`config.mk`:
```
export PLATFORM = sky130hd
export DESIGN_NAME = ers_ep0_rx_status
export DESIGN_NICKNAME = d
export VERILOG_FILES = /design/src/ers_pkg.sv /design/src/ers_decide.sv /design/src/ers_ep0_rx_status.sv
export SDC_FILE = /design/constraint.sdc
export NUM_CORES = 1
export LEC_CHECK = 0
export BUFFER_PORTS_ARGS = -buffer_cell sky130_fd_sc_hd__buf_2
export CORE_AREA = 8 8 70 66
export DETAILED_ROUTE_END_ITERATION = 10
export DIE_AREA = 0 0 78 74
export PLACE_DENSITY_LB_ADDON = 0.12
export SETUP_SLACK_MARGIN = 0.5
export SYNTH_ARGS = -nofsm -noshare
export SYNTH_HDL_FRONTEND = slang
export SYNTH_SLANG_ARGS = --single-unit
export TNS_END_PERCENT = 5
```
`constraint.sdc`:
```
create_clock -name pclk -period 2 [get_ports pclk]
set_input_delay 0.1 -clock pclk [delete_from_list [all_inputs] [get_ports pclk]]
set_output_delay 0.1 -clock pclk [all_outputs]
set_load 0.05 [all_outputs]
```
`src/ers_pkg.sv`:
```
package ers_pkg;
    // =========================================================
    // register map (word offsets are byte addresses)
    localparam logic [11:0] ERS_STATUS_OFF = 12'h000;
    localparam logic [11:0] ERS_CTRL_OFF = 12'h004;
    localparam logic [11:0] ERS_IRQ_OFF = 12'h008;
    // =========================================================
    // status bit positions
    localparam int ERS_B_TOG = 7;
    localparam int ERS_B_SETUP = 6;
    localparam int ERS_B_OVW = 5;
    localparam int ERS_B_STS = 4;
    localparam int ERS_B_STALL = 3;
    localparam int ERS_B_NAK = 2;
    localparam int ERS_B_ERR = 1;
    localparam int ERS_B_ACK = 0;
    // control bit positions
    localparam int ERS_C_FEN = 1;
    localparam int ERS_C_HALT = 3;
    localparam logic [7:0] ERS_STATUS_RST = 8'h00;
    localparam logic [7:0] ERS_SW_RW_MASK = 8'h41;
    // =========================================================
    // handshake codes returned toward the link
    typedef enum logic [1:0] {
        ERS_HS_NONE = 2'b00,
        ERS_HS_ACK = 2'b01,
        ERS_HS_NAK = 2'b11,
        ERS_HS_STALL = 2'b10
    } ers_hs_t;
endpackage

```
`src/ers_decide.sv`:
```
`timescale 1ns/1ps
`default_nettype none
// pure handshake decision for one out transaction, registered
module ers_decide
    import ers_pkg::*;
(
    input wire logic pclk,
    input wire logic presetn,
    input wire logic go,
    input wire logic halt,
    input wire logic fen,
    input wire logic rx_err,
    input wire logic pid_match,
    output ers_hs_t hs_reg
);
    ers_hs_t hs_next;
    always_comb begin
        if (!go || rx_err) begin
            hs_next = ERS_HS_NONE;
        end else if (halt) begin
            hs_next = ERS_HS_STALL;
        end else if (!fen) begin
            hs_next = ERS_HS_NAK;
        end else if (pid_match) begin
            hs_next = ERS_HS_ACK;
        end else begin
            // pid mismatch: no handshake code and no toggle
            hs_next = ERS_HS_NONE;
        end
    end
    always_ff @(posedge pclk or negedge presetn) begin
        if (!presetn) begin
            hs_reg <= ERS_HS_NONE;
        end else begin
            hs_reg <= hs_next;
        end
    end
endmodule
`default_nettype wire

```
`src/ers_ep0_rx_status.sv`:
```
`timescale 1ns/1ps
`default_nettype none
module ers_ep0_rx_status
    import ers_pkg::*;
(
    input wire logic pclk,
    input wire logic presetn,
    input wire logic psel,
    input wire logic penable,
    input wire logic pwrite,
    input wire logic [11:0] paddr,
    input wire logic [31:0] pwdata,
    input wire logic [3:0] pstrb,
    output logic [31:0] prdata,
    output logic pready,
    output logic pslverr,
    input wire logic setup_start,
    input wire logic setup_end,
    input wire logic setup_ok,
    input wire logic out_end,
    input wire logic out_err,
    input wire logic out_pid,
    input wire logic status_stage,
    output logic [1:0] handshake,
    output logic handshake_valid,
    output logic rx_irq
);
    // =========================================================
    // link events are single-cycle pulses from the same clock
    logic [7:0] status_reg;
    logic fen_reg;
    logic halt_reg;
    logic irq_reg;
    logic end_d_reg;
    logic err_d_reg;
    logic pid_d_reg;
    ers_hs_t hs;
    logic wr;
    logic rd;
    logic sel_ok;
    logic clr_setup;
    logic clr_ack;
    logic ack_set;
    logic setup_done;
    logic [7:0] sw_clr;

    assign wr = psel && penable && pwrite && pstrb[0];
    assign rd = psel && !penable && !pwrite;
    assign sel_ok = paddr == ERS_STATUS_OFF || paddr == ERS_CTRL_OFF || paddr == ERS_IRQ_OFF;
    assign setup_done = setup_end && setup_ok;
    // only the two software bits can be touched; the rest ignore writes
    assign sw_clr = pwdata[7:0] & ERS_SW_RW_MASK;
    assign clr_setup = wr && paddr == ERS_STATUS_OFF && sw_clr[ERS_B_SETUP];
    assign clr_ack = wr && paddr == ERS_STATUS_OFF && sw_clr[ERS_B_ACK];
    assign ack_set = end_d_reg && hs == ERS_HS_ACK;

    ers_decide u_decide (
        .pclk(pclk),
        .presetn(presetn),
        .go(out_end),
        .halt(halt_reg),
        .fen(fen_reg),
        .rx_err(out_err),
        .pid_match(out_pid),
        .hs_reg(hs)
    );

    // =========================================================
    // decision registered one cycle; status follows it
    always_ff @(posedge pclk or negedge presetn) begin
        if (!presetn) begin
            end_d_reg <= 1'b0;
            err_d_reg <= 1'b0;
            pid_d_reg <= 1'b0;
        end else begin
            end_d_reg <= out_end;
            err_d_reg <= out_err;
            pid_d_reg <= out_pid;
        end
    end

    always_ff @(posedge pclk or negedge presetn) begin
        if (!presetn) begin
            status_reg <= ERS_STATUS_RST;
        end else begin
            if (setup_start) begin
                status_reg[ERS_B_OVW] <= 1'b1;
                status_reg[ERS_B_STS] <= 1'b0;
                status_reg[ERS_B_ACK] <= 1'b0;
            end else if (status_stage) begin
                status_reg[ERS_B_STS] <= 1'b1;
            end
            if (setup_end) begin
                status_reg[ERS_B_OVW] <= 1'b0;
            end
            // set wins over software clear
            if (setup_done) begin
                status_reg[ERS_B_SETUP] <= 1'b1;
                status_reg[ERS_B_TOG] <= 1'b1;
            end else if (clr_setup) begin
                status_reg[ERS_B_SETUP] <= 1'b0;
            end
            if (end_d_reg) begin
                status_reg[ERS_B_STALL] <= hs == ERS_HS_STALL;
                status_reg[ERS_B_NAK] <= hs == ERS_HS_NAK;
                status_reg[ERS_B_ERR] <= err_d_reg;
                if (hs == ERS_HS_ACK && pid_d_reg && !setup_done) begin
                    status_reg[ERS_B_TOG] <= ~status_reg[ERS_B_TOG];
                end
            end
            if (ack_set) begin
                status_reg[ERS_B_ACK] <= 1'b1;
            end else if (clr_ack && !setup_start) begin
                status_reg[ERS_B_ACK] <= 1'b0;
            end
        end
    end

    // =========================================================
    // control register: accept enable and halt request
    always_ff @(posedge pclk or negedge presetn) begin
        if (!presetn) begin
            fen_reg <= 1'b0;
            halt_reg <= 1'b0;
        end else begin
            if (ack_set || setup_done) begin
                fen_reg <= 1'b0;
            end else if (wr && paddr == ERS_CTRL_OFF) begin
                fen_reg <= pwdata[ERS_C_FEN];
            end
            if (setup_done) begin
                halt_reg <= 1'b0;
            end else if (wr && paddr == ERS_CTRL_OFF) begin
                halt_reg <= pwdata[ERS_C_HALT];
            end
        end
    end

    // receive interrupt bit follows ack; a one written to the irq word clears it
    always_ff @(posedge pclk or negedge presetn) begin
        if (!presetn) begin
            irq_reg <= 1'b0;
        end else if (ack_set) begin
            irq_reg <= 1'b1;
        end else if (clr_ack || (wr && paddr == ERS_IRQ_OFF && pwdata[0])) begin
            irq_reg <= 1'b0;
        end
    end

    always_ff @(posedge pclk or negedge presetn) begin
        if (!presetn) begin
            handshake <= ERS_HS_NONE;
            handshake_valid <= 1'b0;
            rx_irq <= 1'b0;
        end else begin
            handshake <= hs;
            handshake_valid <= end_d_reg && hs != ERS_HS_NONE;
            rx_irq <= irq_reg;
        end
    end

    // =========================================================
    // apb slave: zero wait states, read data captured in setup
    always_ff @(posedge pclk or negedge presetn) begin
        if (!presetn) begin
            prdata <= 32'h0000_0000;
            pready <= 1'b0;
            pslverr <= 1'b0;
        end else begin
            pready <= psel && !penable;
            pslverr <= psel && !penable && !sel_ok;
            if (rd) begin
                case (paddr)
                    ERS_STATUS_OFF: prdata <= {24'h000000, status_reg};
                    ERS_CTRL_OFF: prdata <= {28'h0000000, halt_reg, 1'b0, fen_reg, 1'b0};
                    ERS_IRQ_OFF: prdata <= {31'h00000000, irq_reg};
                    default: prdata <= 32'h0000_0000;
                endcase
            end
        end
    end

    // =========================================================
    property p_setup_flags;
        @(posedge pclk) disable iff (!presetn)
        setup_done |=> status_reg[ERS_B_SETUP] && status_reg[ERS_B_TOG];
    endproperty
    a_setup_flags: assert property (p_setup_flags) else $error("setup flags");
    property p_tog;
        @(posedge pclk) disable iff (!presetn)
        ack_set && pid_d_reg && !setup_done |=> status_reg[ERS_B_TOG] != $past(status_reg[ERS_B_TOG]);
    endproperty
    a_tog: assert property (p_tog) else $error("toggle not inverted");
    property p_clr;
        @(posedge pclk) disable iff (!presetn) clr_setup && !setup_done |=> !status_reg[ERS_B_SETUP];
    endproperty
    a_clr: assert property (p_clr) else $error("setup not cleared");
    property p_ovw;
        @(posedge pclk) disable iff (!presetn) setup_start && !setup_end |=> status_reg[ERS_B_OVW];
    endproperty
    a_ovw: assert property (p_ovw) else $error("overwrite flag");
    property p_sts;
        @(posedge pclk) disable iff (!presetn) setup_start |=> !status_reg[ERS_B_STS];
    endproperty
    a_sts: assert property (p_sts) else $error("status phase");
    property p_stall;
        @(posedge pclk) disable iff (!presetn) out_end && !out_err && halt_reg ##1 1 |=> status_reg[ERS_B_STALL];
    endproperty
    a_stall: assert property (p_stall) else $error("stall bit");
    property p_nak;
        @(posedge pclk) disable iff (!presetn)
        out_end && !out_err && !halt_reg && !fen_reg ##1 1 |=> status_reg[ERS_B_NAK] && !status_reg[ERS_B_STALL];
    endproperty
    a_nak: assert property (p_nak) else $error("nak bit");
    property p_ack_irq;
        @(posedge pclk) disable iff (!presetn) ack_set |=> status_reg[ERS_B_ACK] && irq_reg && !fen_reg ##1 rx_irq;
    endproperty
    a_ack_irq: assert property (p_ack_irq) else $error("ack effects");
    property p_ack_clr;
        @(posedge pclk) disable iff (!presetn) setup_start && !ack_set |=> !status_reg[ERS_B_ACK];
    endproperty
    a_ack_clr: assert property (p_ack_clr) else $error("ack not cleared");

    // =========================================================
    // end-of-transaction status, handshake output and setup acceptance
    property p_err;
        @(posedge pclk) disable iff (!presetn)
        end_d_reg && err_d_reg |=>
            status_reg[ERS_B_ERR] && !status_reg[ERS_B_STALL] && !status_reg[ERS_B_NAK];
    endproperty
    a_err: assert property (p_err) else $error("error bit");

    property p_err_clr;
        @(posedge pclk) disable iff (!presetn)
        end_d_reg && !err_d_reg |=> !status_reg[ERS_B_ERR];
    endproperty
    a_err_clr: assert property (p_err_clr) else $error("error bit kept");

    property p_hs_none;
        @(posedge pclk) disable iff (!presetn)
        end_d_reg && err_d_reg |=> !handshake_valid;
    endproperty
    a_hs_none: assert property (p_hs_none) else $error("handshake on error");

    property p_hs_stall;
        @(posedge pclk) disable iff (!presetn)
        end_d_reg && hs == ERS_HS_STALL |=> handshake_valid && handshake == ERS_HS_STALL;
    endproperty
    a_hs_stall: assert property (p_hs_stall) else $error("stall handshake");

    property p_halt_first;
        @(posedge pclk) disable iff (!presetn)
        out_end && !out_err && halt_reg && !fen_reg ##1 1'b1 |=>
            status_reg[ERS_B_STALL] && !status_reg[ERS_B_NAK];
    endproperty
    a_halt_first: assert property (p_halt_first) else $error("halt not first");

    property p_setup_accept;
        @(posedge pclk) disable iff (!presetn)
        setup_end && setup_ok |=> status_reg[ERS_B_SETUP] && !fen_reg && !halt_reg;
    endproperty
    a_setup_accept: assert property (p_setup_accept) else $error("setup refused");

    // a software write with no link event must leave read-only bits alone
    property p_ro;
        @(posedge pclk) disable iff (!presetn)
        wr && paddr == ERS_STATUS_OFF && !setup_start && !setup_end && !status_stage
            && !end_d_reg |=> $stable(status_reg[ERS_B_TOG])
            && $stable(status_reg[ERS_B_OVW:ERS_B_ERR]);
    endproperty
    a_ro: assert property (p_ro) else $error("read-only bit written");

    property p_irq_clr;
        @(posedge pclk) disable iff (!presetn)
        clr_ack && !ack_set |=> !irq_reg;
    endproperty
    a_irq_clr: assert property (p_irq_clr) else $error("irq not cleared");

    property p_ack_hold;
        @(posedge pclk) disable iff (!presetn)
        end_d_reg && hs != ERS_HS_ACK && !status_reg[ERS_B_ACK] |=> !status_reg[ERS_B_ACK];
    endproperty
    a_ack_hold: assert property (p_ack_hold) else $error("ack without ack");

    property p_tog_hold;
        @(posedge pclk) disable iff (!presetn)
        end_d_reg && hs != ERS_HS_ACK && !setup_done |=> $stable(status_reg[ERS_B_TOG]);
    endproperty
    a_tog_hold: assert property (p_tog_hold) else $error("toggle moved");

    property p_sts_set;
        @(posedge pclk) disable iff (!presetn)
        status_stage && !setup_start |=> status_reg[ERS_B_STS];
    endproperty
    a_sts_set: assert property (p_sts_set) else $error("status phase not set");

    property p_ovw_clr;
        @(posedge pclk) disable iff (!presetn)
        setup_end |=> !status_reg[ERS_B_OVW];
    endproperty
    a_ovw_clr: assert property (p_ovw_clr) else $error("overwrite kept");

    property p_irq_out;
        @(posedge pclk) disable iff (!presetn)
        1'b1 |=> rx_irq == $past(irq_reg);
    endproperty
    a_irq_out: assert property (p_irq_out) else $error("irq output");

    c_setup: cover property (@(posedge pclk) setup_done);
    c_ack: cover property (@(posedge pclk) ack_set);
    c_stall: cover property (@(posedge pclk) end_d_reg && hs == ERS_HS_STALL);
endmodule
`default_nettype wire

```
==> flow_summary.yaml <==
timing:
  fin_crit_sh_pct: 62.48
  fin_crit_ns: 1.250
  setup_viol: 0
  max-slew-margin-rel_pct: 56.99
  max_slew.worst_pin.slew_ns: 0.6452
  finalHoldViolCount: 0
  skew_ns: 0.004457
  grt_setup_unrepaired: "false"
  tns_ns: 0
  final_max_slew_viol_count: 0
  fmax_ghz: 0.8003
floorplanning:
  die_y_um: 74
  die_width_um: 78
  dieArea_um2: 5772
  design.core.area_um2: 3521
  rows: 21
  io-pin-count: 98
  start_util_pct: 41.51
power:
  power_frac_comb_pct: 16.7
  internal-power_uw: 955.3
  p_switching_uw: 402.6
  vdd_ir_drop_max_uv: 356.3
  seqPwrFrac_pct: 47.1
  power.total_uw: 1358
  pwr-share-clk_pct: 36.2
  switching_share_pct: 29.65
  p_leak_uw: 0.0008669
  p_per_area_nw_per_um2: 773.0
setup_path:
  cp_max_fo: 8
  criticalPathCategory: "flip-flop to flip-flop"
  r2r_end: "irq_reg"
  startpoint_type: "flip-flop"
  critPathRequiredTime_ns: 2.15
  worstSetupEndpointType: "flip-flop"
  crit_arrival_ns: 1.40
  ff2ff_setup_slack_ns: 0.75
  worstRegToRegCells: 3
  reg2reg_from: "end_d_reg"
synthesis:
  synth_edf_count: 0
  yosysWarnings: 0
  syn_avg_cell_area_um2: 10.75
  synth-seq-cells: 30
  synth-main-ff-cell: "dfrtp_1"
  async_reset_ff_share_pct: 100.0
  ys_seq_area_share_pct: 51.37
  ys_types: 36
  syn_area_um2: 1461
  syn-instance-count: 136
placement:
  post-dp-hpwl_um: 2567
  portBuffers: 42
  gp_congestion: 0.7407
clocking:
  hold_buffers: 5
  cts_tree: "yes"
  cts_buffers: 5
  clock-root-buffer: "clkbuf_8"
  cts-htree-levels: 2
  cts.sinks: 30
  clk_latency_ns: 0.28
  clock_path_buffers: 2
  clk_pin_slew_ns: 0.06
  cts_resized: 0
  postCtsSetupBuffers: 0
outcome:
  status: "finished, final reports clean"
finish:
  antenna_cells: 0
  final_common_cell: "buf_2"
  final_cell_mix: "buf_2, dfrtp_1, conb_1"
  layout.nets: 246
  drive_gt1_share_pct: 29.95
  syn2layout_area_growth_pct: 20.21
worst_hold_path:
  whs_endpoint: "status_reg[4]"
  holdPathStages: 2
  min_from: "setup_start"
  hp-class: "input pin to flip-flop"
grt:
  antenna_found_initial: 0
  grt_start_max_net_pins: 31
  grt_overflow_total: 0
  grt_pass1_wl_um: 5230
  grt_pass1_vias: 1153
  grt_use_total_pct: 11.55
drt:
  wire_per_inst_um: 13.65
  wirelength_um: 3181
  drc: 0
  firstDrtPassIters: 4
  vias: 1052
  vias_per_cell: 4.515
  drt-initial-drc-count: 86
  ant_nets: 0
run:
  maxCapViolCount: 0
## routing by layer
metal,track usage (%),wire [um]
met1,12.38,1307
met2,19.65,1608
met3,3.261,231
met4,8.008,34
met5,0,0
## worst max-delay path by stage
stage	from	end	slack (ns)	cells past startpoint
2_1_floorplan	end_d_reg	irq_reg	0.80	4
3_3_place_gp	paddr[9]	status_reg[6]	0.75	4
3_5_place_dp	paddr[5]	status_reg[6]	0.72	4
4_1_cts	end_d_reg	irq_reg	0.73	3
5_1_grt	end_d_reg	irq_reg	0.66	3
6_report	end_d_reg	irq_reg	0.75	3
## power groups by stage
stage / registers, uW / logic, uW / clock network, uW
CTS: 640 / 228 / 508
detailed placement: 650 / 220 / 0
floorplan: 666 / 177 / 0
global placement: 650 / 217 / 0
finish: 640 / 227 / 491
global route: 642 / 246 / 535
## Yosys cell counts, drive strengths merged, types with 2 or more instances
master | count | area [um^2]
nand2 | 17 | 63.81
mux2i | 5 | 50.05
o31a | 2 | 17.52
dfrtp | 30 | 750.7
o21ai | 8 | 40.04
a21oi | 3 | 15.01
nor4 | 2 | 42.54
nand2b | 2 | 12.51
nor2 | 7 | 26.28
nor4b | 2 | 17.52
buf | 26 | 196.4
and4 | 2 | 18.77
nand3 | 3 | 15.01
o31ai | 3 | 22.52
nor2b | 2 | 12.51
inv | 4 | 15.01
nor3 | 2 | 10.01
nand4 | 2 | 27.53
nand3b | 2 | 15.01
and3 | 2 | 13.77
## cell families (layout without fill, tap and decap cells)
family                 after synthesis  in the layout  synth area share, %
and+or+nand+nor                     49             49                21.32
DFF                                 30             30                51.37
muxes                                6              6                4.195
other                                1             24               0.2566
buffers and inverters               31             59                14.72
AOI/OAI and AO/OA                   19             19                8.134
## worst max-delay path, stage by stage (launching register included)
cell and delay (ns):
dfrtp_1 0.45, and3b_1 0.26, nor4b_1 0.30, a21oi_1 0.11
## cell type report
cell class / instances / area [um^2]
Sequential cell: 30 / 750.7
Fill cell: 348 / 1764
Clock buffer: 7 / 86.33
Inverter: 4 / 15.01
Tap cell: 46 / 57.56
Multi-Input combinational cell: 98 / 581.8
Clock inverter: 1 / 5.005
Timing Repair Buffer: 47 / 260.3
## per-stage QoR
step	std cells	util [%]	setup WS (ns)	hold WS [ns]	instance area, um^2
global placement	220	45.88	0.7458	0.1609	1615
finish	233	49.89	0.7505	0.01849	1757
CTS	233	49.89	0.7291	0.01111	1757
floorplan	159	-	0.7995	-0.1956	1548
detailed placement	220	45.88	0.7211	0.1711	1615
global route	233	49.89	0.6633	0.03225	1757
Power figures use the tool's default switching activity.
